`src/include/bfl_pkg.sv`:
```
// package for the breaker failure timing block: constants, modes, condition codes
// assumes a 125 MHz sys_clk and a program cycle tick derived inside the block
//
// Summary of operation
// - block input latched once per program cycle
// - pick-up while unblocked: start and run timers
// - pick-up while blocked: blocked flag, no trips
// - block during start: release like pick-up drop
// - one pick-up starts both timers together
// - repeat-trip enable, default on, off clears timer and output
// - repeat-trip after delay, 5 ms steps, 100 ms
// - failure output after delay, 5 ms steps, 200 ms
// - condition value: normal/start/retrip/failure/blocked
// - current-only: current starts, trip relay ignored
// - current-only: outputs in turn, reset on drop
// - current-and-output: hold timers until relay operates
// - current-and-output: outputs while both persist
// - current-and-output: reset when either releases
// - current-or-output: either source starts timing
// - current-or-output: reset only when both released
// - current release below 97 % of threshold
// - mode selects current/signal/relay and/or combinations
package bfl_pkg;

  // program cycle tick, 5 ms step per tick
  localparam int unsigned CLK_HZ = 125_000_000;
  localparam int unsigned TICK_US = 5000;
  localparam int unsigned TICK_CYCLES = (CLK_HZ / 1_000_000) * TICK_US;
  localparam int unsigned TICK_W = 20;

  // delay settings in ticks of 5 ms
  localparam int unsigned DLY_W = 19;
  localparam logic [18:0] RETRIP_DLY_RST = 19'h00014;
  localparam logic [18:0] FAIL_DLY_RST = 19'h00028;
  localparam logic RETRIP_EN_RST = 1'b1;

  // hysteresis: release at 97/100 of threshold
  localparam int unsigned HYST_NUM = 97;
  localparam int unsigned HYST_DEN = 100;

  // pick-up source selection
  typedef enum logic [3:0] {
    BFL_CUR_ONLY, BFL_DO_ONLY, BFL_SIG_ONLY, BFL_CUR_AND_DO, BFL_CUR_AND_SIG,
    BFL_CUR_OR_SIG, BFL_SIG_AND_DO, BFL_SIG_OR_DO, BFL_CUR_OR_DO,
    BFL_CUR_OR_SIG_AND_DO, BFL_CUR_OR_DO_OR_SIG, BFL_CUR_AND_DO_AND_SIG
  } bfl_mode_type;
  localparam logic [3:0] MODE_RST = 4'h0;

  // condition value
  typedef enum logic [2:0] {
    BFL_NORMAL, BFL_STARTED, BFL_RETRIP, BFL_FAILED, BFL_BLOCKED
  } bfl_cond_type;

endpackage

```
`src/hw/bfl_current_pickup.sv`:
```
// one current comparator with 97 % release hysteresis
// assumes magnitudes and thresholds share one scale
`timescale 1ns/1ps
`default_nettype none
module bfl_current_pickup
  import bfl_pkg::*;
#(
  parameter int unsigned W = 16
) (
  // clock and reset
  input wire logic sys_clk,
  input wire logic rst_n,
  input wire logic clk_en,
  input wire logic tick,
  // measurement and setting
  input wire logic [W-1:0] magnitude,
  input wire logic [W-1:0] threshold,
  // result
  output logic picked_r
);
  logic [W+7:0] mag_scaled;
  logic [W+7:0] thr_scaled;
  logic picked_nxt;

  always_comb begin
    mag_scaled = (W+8)'(magnitude) * (W+8)'(HYST_DEN);
    thr_scaled = (W+8)'(threshold) * (W+8)'(HYST_NUM);
    if (magnitude > threshold) begin
      picked_nxt = 1'b1;
    end else if (mag_scaled < thr_scaled) begin
      picked_nxt = 1'b0;
    end else begin
      picked_nxt = picked_r;
    end
  end

  always_ff @(posedge sys_clk or negedge rst_n) begin
    if (!rst_n) begin
      picked_r <= 1'b0;
    end else if (clk_en && tick) begin
      picked_r <= picked_nxt;
    end
  end
endmodule
`default_nettype wire

```
`src/hw/bfl_timing.sv`:
```
// breaker failure timing logic top
// assumes all inputs synchronous to sys_clk; settings steady between ticks
`timescale 1ns/1ps
`default_nettype none
module bfl_timing
  import bfl_pkg::*;
#(
  parameter int unsigned PH_W = 16,
  parameter int unsigned PHASES = 3,
  parameter int unsigned TICK_LEN = TICK_CYCLES
) (
  // clock, reset, enable
  input wire logic sys_clk,
  input wire logic arst_n,
  input wire logic clk_en,
  // measurements
  input wire logic [PHASES*PH_W-1:0] phase_magnitude,
  input wire logic [PH_W-1:0] residual_magnitude,
  input wire logic residual_in_use,
  // settings
  input wire logic [PH_W-1:0] phase_pickup_threshold,
  input wire logic [PH_W-1:0] residual_pickup_threshold,
  input wire logic [3:0] mode_sel,
  input wire logic retrip_enable,
  input wire logic [DLY_W-1:0] repeat_trip_delay,
  input wire logic [DLY_W-1:0] failure_delay,
  // monitored sources
  input wire logic primary_trip_relay,
  input wire logic trip_signal,
  input wire logic block_in,
  // outputs
  output logic start_out,
  output logic blocked_out,
  output logic repeat_trip_out,
  output logic breaker_failure_output,
  output logic [2:0] condition,
  output logic tick_out
);
  logic rst_meta_r;
  logic rst_n;
  logic [TICK_W-1:0] tick_cnt_r;
  logic tick;
  logic block_r;
  logic block_now;
  logic [PHASES:0] cur_pick;
  logic cur_any;
  logic pickup;
  bfl_mode_type mode;
  logic [DLY_W-1:0] retrip_cnt_r;
  logic [DLY_W-1:0] fail_cnt_r;
  logic start_r;
  logic blocked_r;
  logic retrip_r;
  logic fail_r;
  bfl_cond_type cond_r;
  bfl_cond_type cond_nxt;
  logic running;

  // reset release through two flops
  always_ff @(posedge sys_clk or negedge arst_n) begin
    if (!arst_n) begin
      rst_meta_r <= 1'b0;
      rst_n <= 1'b0;
    end else begin
      rst_meta_r <= 1'b1;
      rst_n <= rst_meta_r;
    end
  end

  // program cycle tick generator
  always_ff @(posedge sys_clk or negedge rst_n) begin
    if (!rst_n) begin
      tick_cnt_r <= '0;
    end else if (clk_en) begin
      if (tick) begin
        tick_cnt_r <= '0;
      end else begin
        tick_cnt_r <= tick_cnt_r + 1'b1;
      end
    end
  end
  assign tick = (tick_cnt_r == TICK_W'(TICK_LEN - 1));
  assign tick_out = tick;

  // block input latched at cycle start, held for the cycle
  always_ff @(posedge sys_clk or negedge rst_n) begin
    if (!rst_n) begin
      block_r <= 1'b0;
    end else if (clk_en && tick) begin
      block_r <= block_in;
    end
  end

  // current comparators, one per phase plus residual
  genvar g;
  generate
    for (g = 0; g <= PHASES; g++) begin : g_pick
      logic [PH_W-1:0] mag;
      logic [PH_W-1:0] thr;
      if (g < PHASES) begin : g_ph
        assign mag = phase_magnitude[g*PH_W +: PH_W];
        assign thr = phase_pickup_threshold;
      end else begin : g_res
        assign mag = residual_in_use ? residual_magnitude : '0;
        assign thr = residual_pickup_threshold;
      end
      bfl_current_pickup #(.W(PH_W)) u_pick (
        .sys_clk(sys_clk),
        .rst_n(rst_n),
        .clk_en(clk_en),
        .tick(tick),
        .magnitude(mag),
        .threshold(thr),
        .picked_r(cur_pick[g])
      );
    end
  endgenerate
  assign cur_any = |cur_pick;

  // pick-up combination by mode
  assign mode = bfl_mode_type'(mode_sel);
  always_comb begin
    case (mode)
      BFL_CUR_ONLY: pickup = cur_any;
      BFL_DO_ONLY: pickup = primary_trip_relay;
      BFL_SIG_ONLY: pickup = trip_signal;
      BFL_CUR_AND_DO: pickup = cur_any && primary_trip_relay;
      BFL_CUR_AND_SIG: pickup = cur_any && trip_signal;
      BFL_CUR_OR_SIG: pickup = cur_any || trip_signal;
      BFL_SIG_AND_DO: pickup = trip_signal && primary_trip_relay;
      BFL_SIG_OR_DO: pickup = trip_signal || primary_trip_relay;
      BFL_CUR_OR_DO: pickup = cur_any || primary_trip_relay;
      BFL_CUR_OR_SIG_AND_DO: pickup = cur_any || (trip_signal && primary_trip_relay);
      BFL_CUR_OR_DO_OR_SIG: pickup = cur_any || primary_trip_relay || trip_signal;
      BFL_CUR_AND_DO_AND_SIG: pickup = cur_any && primary_trip_relay && trip_signal;
      default: pickup = cur_any;
    endcase
  end

  // block value taken at this tick, held in block_r for the rest of the cycle
  assign block_now = tick ? block_in : block_r;

  // timers run only while picked up and unblocked
  assign running = pickup && !block_now;

  // start and blocked indications
  always_ff @(posedge sys_clk or negedge rst_n) begin
    if (!rst_n) begin
      start_r <= 1'b0;
      blocked_r <= 1'b0;
    end else if (clk_en && tick) begin
      start_r <= running;
      blocked_r <= pickup && block_now;
    end
  end

  // repeat-trip timer; both timers reset together on release
  always_ff @(posedge sys_clk or negedge rst_n) begin
    if (!rst_n) begin
      retrip_cnt_r <= '0;
      retrip_r <= 1'b0;
    end else if (clk_en && tick) begin
      if (!running || !retrip_enable) begin
        retrip_cnt_r <= '0;
        retrip_r <= 1'b0;
      end else if (retrip_cnt_r >= repeat_trip_delay) begin
        retrip_r <= 1'b1;
      end else begin
        retrip_cnt_r <= retrip_cnt_r + 1'b1;
      end
    end
  end

  // breaker-failure timer
  always_ff @(posedge sys_clk or negedge rst_n) begin
    if (!rst_n) begin
      fail_cnt_r <= '0;
      fail_r <= 1'b0;
    end else if (clk_en && tick) begin
      if (!running) begin
        fail_cnt_r <= '0;
        fail_r <= 1'b0;
      end else if (fail_cnt_r >= failure_delay) begin
        fail_r <= 1'b1;
      end else begin
        fail_cnt_r <= fail_cnt_r + 1'b1;
      end
    end
  end

  // condition value, highest stage wins
  always_comb begin
    if (fail_r) begin
      cond_nxt = BFL_FAILED;
    end else if (retrip_r) begin
      cond_nxt = BFL_RETRIP;
    end else if (start_r) begin
      cond_nxt = BFL_STARTED;
    end else if (blocked_r) begin
      cond_nxt = BFL_BLOCKED;
    end else begin
      cond_nxt = BFL_NORMAL;
    end
  end

  always_ff @(posedge sys_clk or negedge rst_n) begin
    if (!rst_n) begin
      cond_r <= BFL_NORMAL;
    end else if (clk_en) begin
      cond_r <= cond_nxt;
    end
  end

  assign start_out = start_r;
  assign blocked_out = blocked_r;
  assign repeat_trip_out = retrip_r;
  assign breaker_failure_output = fail_r;
  assign condition = cond_r;
endmodule
`default_nettype wire

```
`config.mk`:
```
export PLATFORM = sky130hd
export DESIGN_NAME = bfl_timing
export DESIGN_NICKNAME = d
export VERILOG_FILES = /design/src/include/bfl_pkg.sv /design/src/hw/bfl_current_pickup.sv /design/src/hw/bfl_timing.sv
export SDC_FILE = /design/constraint.sdc
export NUM_CORES = 1
export LEC_CHECK = 0
export ABC_AREA = 1
export BUFFER_PORTS_ARGS = -buffer_cell sky130_fd_sc_hd__buf_2
export CORE_UTILIZATION = 45
export CTS_CLUSTER_DIAMETER = 50
export DETAILED_ROUTE_END_ITERATION = 7
export GPL_TIMING_DRIVEN = 1
export SYNTH_ARGS = -nofsm -noshare
export SYNTH_HDL_FRONTEND = slang
export SYNTH_SLANG_ARGS = --single-unit
```
`constraint.sdc`:
```
create_clock -name sys_clk -period 5.5 [get_ports sys_clk]
set_clock_uncertainty 0.1 [all_clocks]
set_input_delay 0.55 -clock sys_clk [delete_from_list [all_inputs] [get_ports sys_clk]]
set_output_delay 0.55 -clock sys_clk [all_outputs]
set_load 0.03 [all_outputs]
```
-- Yosys cells after proc, flatten, opt, wreduce, memory -nomap -nowiden
Index checks and enable logic that the tools add are counted.
- output and inout bits: 8
- input bits: 146
- logic and storage cells: 103
- register bits after elaboration: 72
- multiplexer cells: 24
- add/sub/neg operators: 3
- $lt $le $gt $ge: 10
- multipliers: 6
- equal/unequal tests: 15
- reductions and logical operators: 30
- operators by type and width (operator ; count):
    $lt 23x23->1 ; 4
    $mul 16x5->21 const B ; 4
    $mux 19 ; 4
    $gt 16x16->1 ; 4
    $mul 16x7->23 const B ; 2
    $add 19x1->19 const B ; 2
    $ge 19x19->1 ; 2
    $add 20x1->20 const B ; 1
    $eq 20x20->1 const B ; 1
    $mux 20 ; 1
    $eq 4x3->1 const B ; 4
    $eq 4x4->1 const B ; 4
    $mux 16 ; 1
    $reduce_and 2->1 ; 8
    $mux 1 ; 13
    $mux 3 ; 4
    $pmux 1 s11 ; 1
    $reduce_bool 2->1 ; 5
    $eq 4x2->1 const B ; 2
    $logic_and 1x1->1 ; 7
    $logic_or 1x1->1 ; 6
    $eq 4x1->1 const B ; 1
    $ne 2x2->1 const B ; 2
    $reduce_or 4->1 ; 1
    2 further kinds ; 4

-- Longest topological paths before layout
- depth in word-level cells: 9
- mapped depth: 28
- depth with buffers taken out: 28

-- By module
From an unflattened synthesis, not the netlist that was laid out.
- cell total of the unflattened synthesis: 3401
- area, all modules: 23394.9 µm²
- modules (own cells, without submodules) (module ; cells an instance ; times used ; area each (µm²) ; seq. area each (µm²)):
    bfl_timing ; 795 ; 1 ; 5417.7 ; 1701.6
    bfl_current_pickup (g_pick[1].u_pick) ; 663 ; 1 ; 4529.3 ; 25.0
    bfl_current_pickup (g_pick[0].u_pick) ; 660 ; 1 ; 4519.3 ; 25.0
    bfl_current_pickup (g_pick[3].u_pick) ; 646 ; 1 ; 4483.0 ; 25.0
    bfl_current_pickup (g_pick[2].u_pick) ; 637 ; 1 ; 4445.5 ; 25.0

-- Least setup slack after synthesis
No wires, ideal clock.
- kind: input port to flip-flop
- start point: in residual_in_use
- end point: reg g_pick[3].u_pick.picked_r
- setup time: 0.119 ns
- slack: 0.970 ns
- arrival: 4.311 ns
- path buffers: 2
- cell stages on the path: 23
- data required time: 5.281 ns
- cell sequence: buf_2 > clkbuf_1 > nand2_1 > inv_1 > ha_1 > ha_1 > inv_1 > fa_1 > inv_1 > ha_1 > a21oi_1 > o21ai_2 > a21boi_0 > o21ai_0 > xor2_1 > ha_1 > a21oi_1 > o21a_1 > o221ai_1 > a21oi_1 > nand3_1 > nand2_1 > nand2_1
- word-level cells in the longest chain between the ends: 5
- elaborated cells on any way between the ends: 7
- those cells by class: mul: 1; order compare: 2; mux: 2; reduce/logical: 2
- ends and longest elaborated chain (what ; line ; source):
    from (decl) ; bfl_timing.sv:19 ; input wire logic residual_in_use,
    $mux 16 (*) ; bfl_timing.sv:104 ; assign mag = residual_in_use ? residual_magnitude : '0;
    $mul 16x5->21 ; bfl_current_pickup.sv:26 ; mag_scaled = (W+8)'(magnitude) * (W+8)'(HYST_DEN);
    $lt 23x23->1 ; bfl_current_pickup.sv:30 ; end else if (mag_scaled < thr_scaled) begin
    $reduce_bool 2->1 (no line) ; -- ;
    $reduce_and 2->1 (no line) ; -- ;
    to (signal assigned) ; bfl_current_pickup.sv:41 ; picked_r <= picked_nxt;
    to (decl) ; bfl_current_pickup.sv:19 ; output logic picked_r
Mark *: on every way between the ends. The rest lies on a longest branch, timed or not.
A chain may end at the register's enable or synchronous reset.

-- Worst setup path after layout
- start point: in phase_pickup_threshold[7]
- end point: reg g_pick[0].u_pick.picked_r
- word-level cells in the longest chain between the ends: 4
- elaborated cells on any way between the ends: 6
- those cells by class: mul: 1; order compare: 2; mux: 1; reduce/logical: 2
- ends and longest elaborated chain (what ; line ; source):
    from (decl) ; bfl_timing.sv:21 ; input wire logic [PH_W-1:0] phase_pickup_threshold,
    $mul 16x7->23 ; bfl_current_pickup.sv:27 ; thr_scaled = (W+8)'(threshold) * (W+8)'(HYST_NUM);
    $lt 23x23->1 ; bfl_current_pickup.sv:30 ;
    $reduce_bool 2->1 (no line) ; -- ;
    $reduce_and 2->1 (no line) ; -- ;
    to (signal assigned) ; bfl_current_pickup.sv:41 ;
    to (decl) ; bfl_current_pickup.sv:19 ;
Several ways; a longest one is shown, not always the timed one.

==> metrics <==
critical path class=primary input to register; share of layout cells above drive strength 1=approximately 8%; 1st-iter DRT viols=598; first-pass GRT wire length=73200 um; top achievable clock speed=0.212 GHz; CP Max Fanout=4; CTS tree=done; worst-margin pin slew=0.951 ns; Worst Setup End Kind=register; die area=between 40000 and 50000 sq um; drt drc=0; pin count of the biggest net entering global routing=71; remaining antenna violation count=0; relative slew slack=between 30% and 40%; postcts setup bufs=0; Die Span Y=between 200 and 250 um; worst skew pair latency=0.35 ns; fin area=19700 sq um; drt total wl=43100 um; cts repair resizes=0; core area=39100 sq um; crit-path max cell delay=approximately 0.49 ns; Mapped Area=about 18000 sq um; CTS sink cnt=72; final hold violation count=0; # rows=72; total CTS buffers=9; Clock Path Buffers=2; status=complete, no violations; Tcrit/Tclk final=a little under nine tenths; slowest CP cell=fa_1; Max IR drop VDD=roughly 0.14 mV; via count=15800; htree depth=3; WP buf/inv=3; WP data required=between 5 and 6 ns; leak pwr=around 0.012 uW; Post-CTS Hold Buffers=1; # diodes=0; overall power=~4500 uW; post-synth cell types=51; Post-Syn Nets=3190; setup violators final=0; Synth warnings=0; Worst EP arrival=4.81 ns; Final HPWL DP=37900 um; GRT Residual Overflow=0; critical path's most frequent cell=nand2_1; Clock Root Buffer=clkbuf_16; Top FF cell, synth=dfrtp_1; Post-Route Utilization=approximately 50%; final worst-path setup slack=around 0.79 ns; Post-Syn Instances=2460; type of the most critical hold path=register to register; post-synthesis sequential area ratio=10.0%; Post-synth EDFFs=0; area grow syn2layout=9.25%; IO Pins=approximately 150; Fillers=3932; Pre-antenna DRT Iters=5; vias in the first global route=around 16000; vias per cell=between 5 and 6; Worst-path clk slew=0.07 ns; number of antenna violations at the first check in global routing=2; asr flop ratio synth=100%; crit-path leading delay family=adder cells; final net count=3346; min cycle time layout=between 4 and 5 ns; setup TNS=0 ns; Power Density=230 nW/um^2; die width=202 um; max-slew violation count=0; RSZ-0062 raised after global routing=false; maxcap violations=0; dpl ws=between 0.4 and 0.5 ns; Port Buffers=153; gr usage total=21.7%; WL/cell=13.7 um; Mean Syn Cell Area=7.33 sq um; startpoint types=primary input; dpl cell area=19400 sq um; #FFs+latches synth=72; RePlAce Congestion=between 0.8 and 0.9; initial core utilization=46.1%
==> through the flow <==
step                cells  hold slack (ns)
floorplan            2460            0.154
global placement     3122            0.234
detailed placement   3122            0.238
CTS                  3139            0.266
global route         3139            0.272
finish               3139            0.262
==> synthesized netlist by cell type (2+ instances only) <==
cell	number	area (sq um)
nand2_2	5	31.3
buf_4	2	15.0
nand3b_1	4	30.0
nand4_1	63	394
a21oi_1	176	881
o21ai_1	6	30.0
nor2_1	139	522
o21ai_0	65	325
o221ai_1	2	17.5
inv_1	521	1960
a31oi_1	8	50.1
xnor2_1	47	412
nor4_1	15	93.8
fa_1	59	1180
nand2_1	460	1730
o31ai_1	2	15.0
dfrtp_1	72	1800
inv_2	3	11.3
a211oi_1	3	22.5
buf_2	4	20.0
o21ai_2	10	87.6
a21boi_0	6	45.0
nor3_2	3	30.0
o21bai_1	8	60.1
nor2_2	2	12.5
ha_1	525	6570
o21a_1	10	75.1
o211ai_1	5	37.5
o2111ai_1	3	26.3
nand3_1	96	480
nor3_1	37	185
buf_6	3	33.8
a21o_1	5	37.5
or2_2	2	12.5
clkinv_1	2	7.51
xor2_1	72	631
==> layer usage <==
metal  wire, um  global-route usage (%)  up-vias  part of all wire, %
met5         26                       0        -                0.060
met4        502                    3.71        4                  1.2
met3       1310                    1.45       32                  3.0
met2      21100                    39.8      240                   49
met1      20200                    28.1     7161                   47
li1           -                       -     8408                    -
==> path summary, 6_finish.rpt <==
check                                           from  cells past startpoint                        end  slack [ns]
max                        phase_pickup_threshold[7]                     26  g_pick[0].u_pick.picked_r        0.79
max in group asynchronous                      rst_n                      1  g_pick[1].u_pick.picked_r        4.28
max reg2reg                            tick_cnt_r[0]                      8           retrip_cnt_r[13]        2.65
min                                       rst_meta_r                      0                      rst_n        0.26
min in group asynchronous                      rst_n                      1             fail_cnt_r[13]        0.39
min reg2reg                               rst_meta_r                      0                      rst_n        0.26
==> placed cells by master (no fill, tap or decap), types with 15 or more instances in the layout <==
cell / n
nor2_1: 139
fa_1: 59
nand2_1: 460
xor2_1: 72
xnor2_1: 47
o21ai_0: 65
dfrtp_1: 71
buf_2: 153
nand3_1: 96
a21oi_1: 176
nor3_1: 37
nor4_1: 15
nand4_1: 63
inv_1: 521
ha_1: 525
==> worst register-to-register path: stages (launching register included) <==
cell	delay (ns)
dfrtp_1	0.40
ha_1	0.24
nand2_1	0.17
nor4_4	0.09
nand2_1	0.52
clkinv_1	0.61
nand2_1	0.45
nand2_1	0.10
nor2_1	0.11
==> kinds of logic after synthesis <==
family,after synthesis,synth area share (%)
flops,72,10.0
buf+inv,538,11.4
simple gates,832,20.0
xor+xnor,119,5.78
other cells,1,0.0208
fa+ha+maj,584,43.0
compound gates,314,9.77
==> report_power, final <==
group	internal (uW)	switching (uW)
Sequential	558	30.1
Clock	356	251
Combinational	1330	2010
Total	2240	2290
==> registers in the layout, summed over array words and instances (netlist names) <==
name	count
retrip_cnt_r	19
blocked_out	1
repeat_trip_out	1
breaker_failure_output	1
rst_n	1
tick_cnt_r	20
rst_meta_r	1
start_out	1
fail_cnt_r	19
block_r	1
condition	3
g_pick.u_pick.picked_r	4
==> final cells by class <==
| type | instances | area (sq um) | share of cell area [%] |
|---|---|---|---|
| clock buffer | 9 | 225 | 1.14 |
| multi-input combinational | 1850 | 14200 | 71.9 |
| sequential | 72 | 1800 | 9.16 |
| clock inverter | 7 | 78.8 | 0.400 |
| timing repair buffer | 157 | 798 | 4.05 |
| tap | 518 | 648 | 3.29 |
| inverter | 526 | 1970 | 10.0 |
Power figures use the tool's default switching activity.
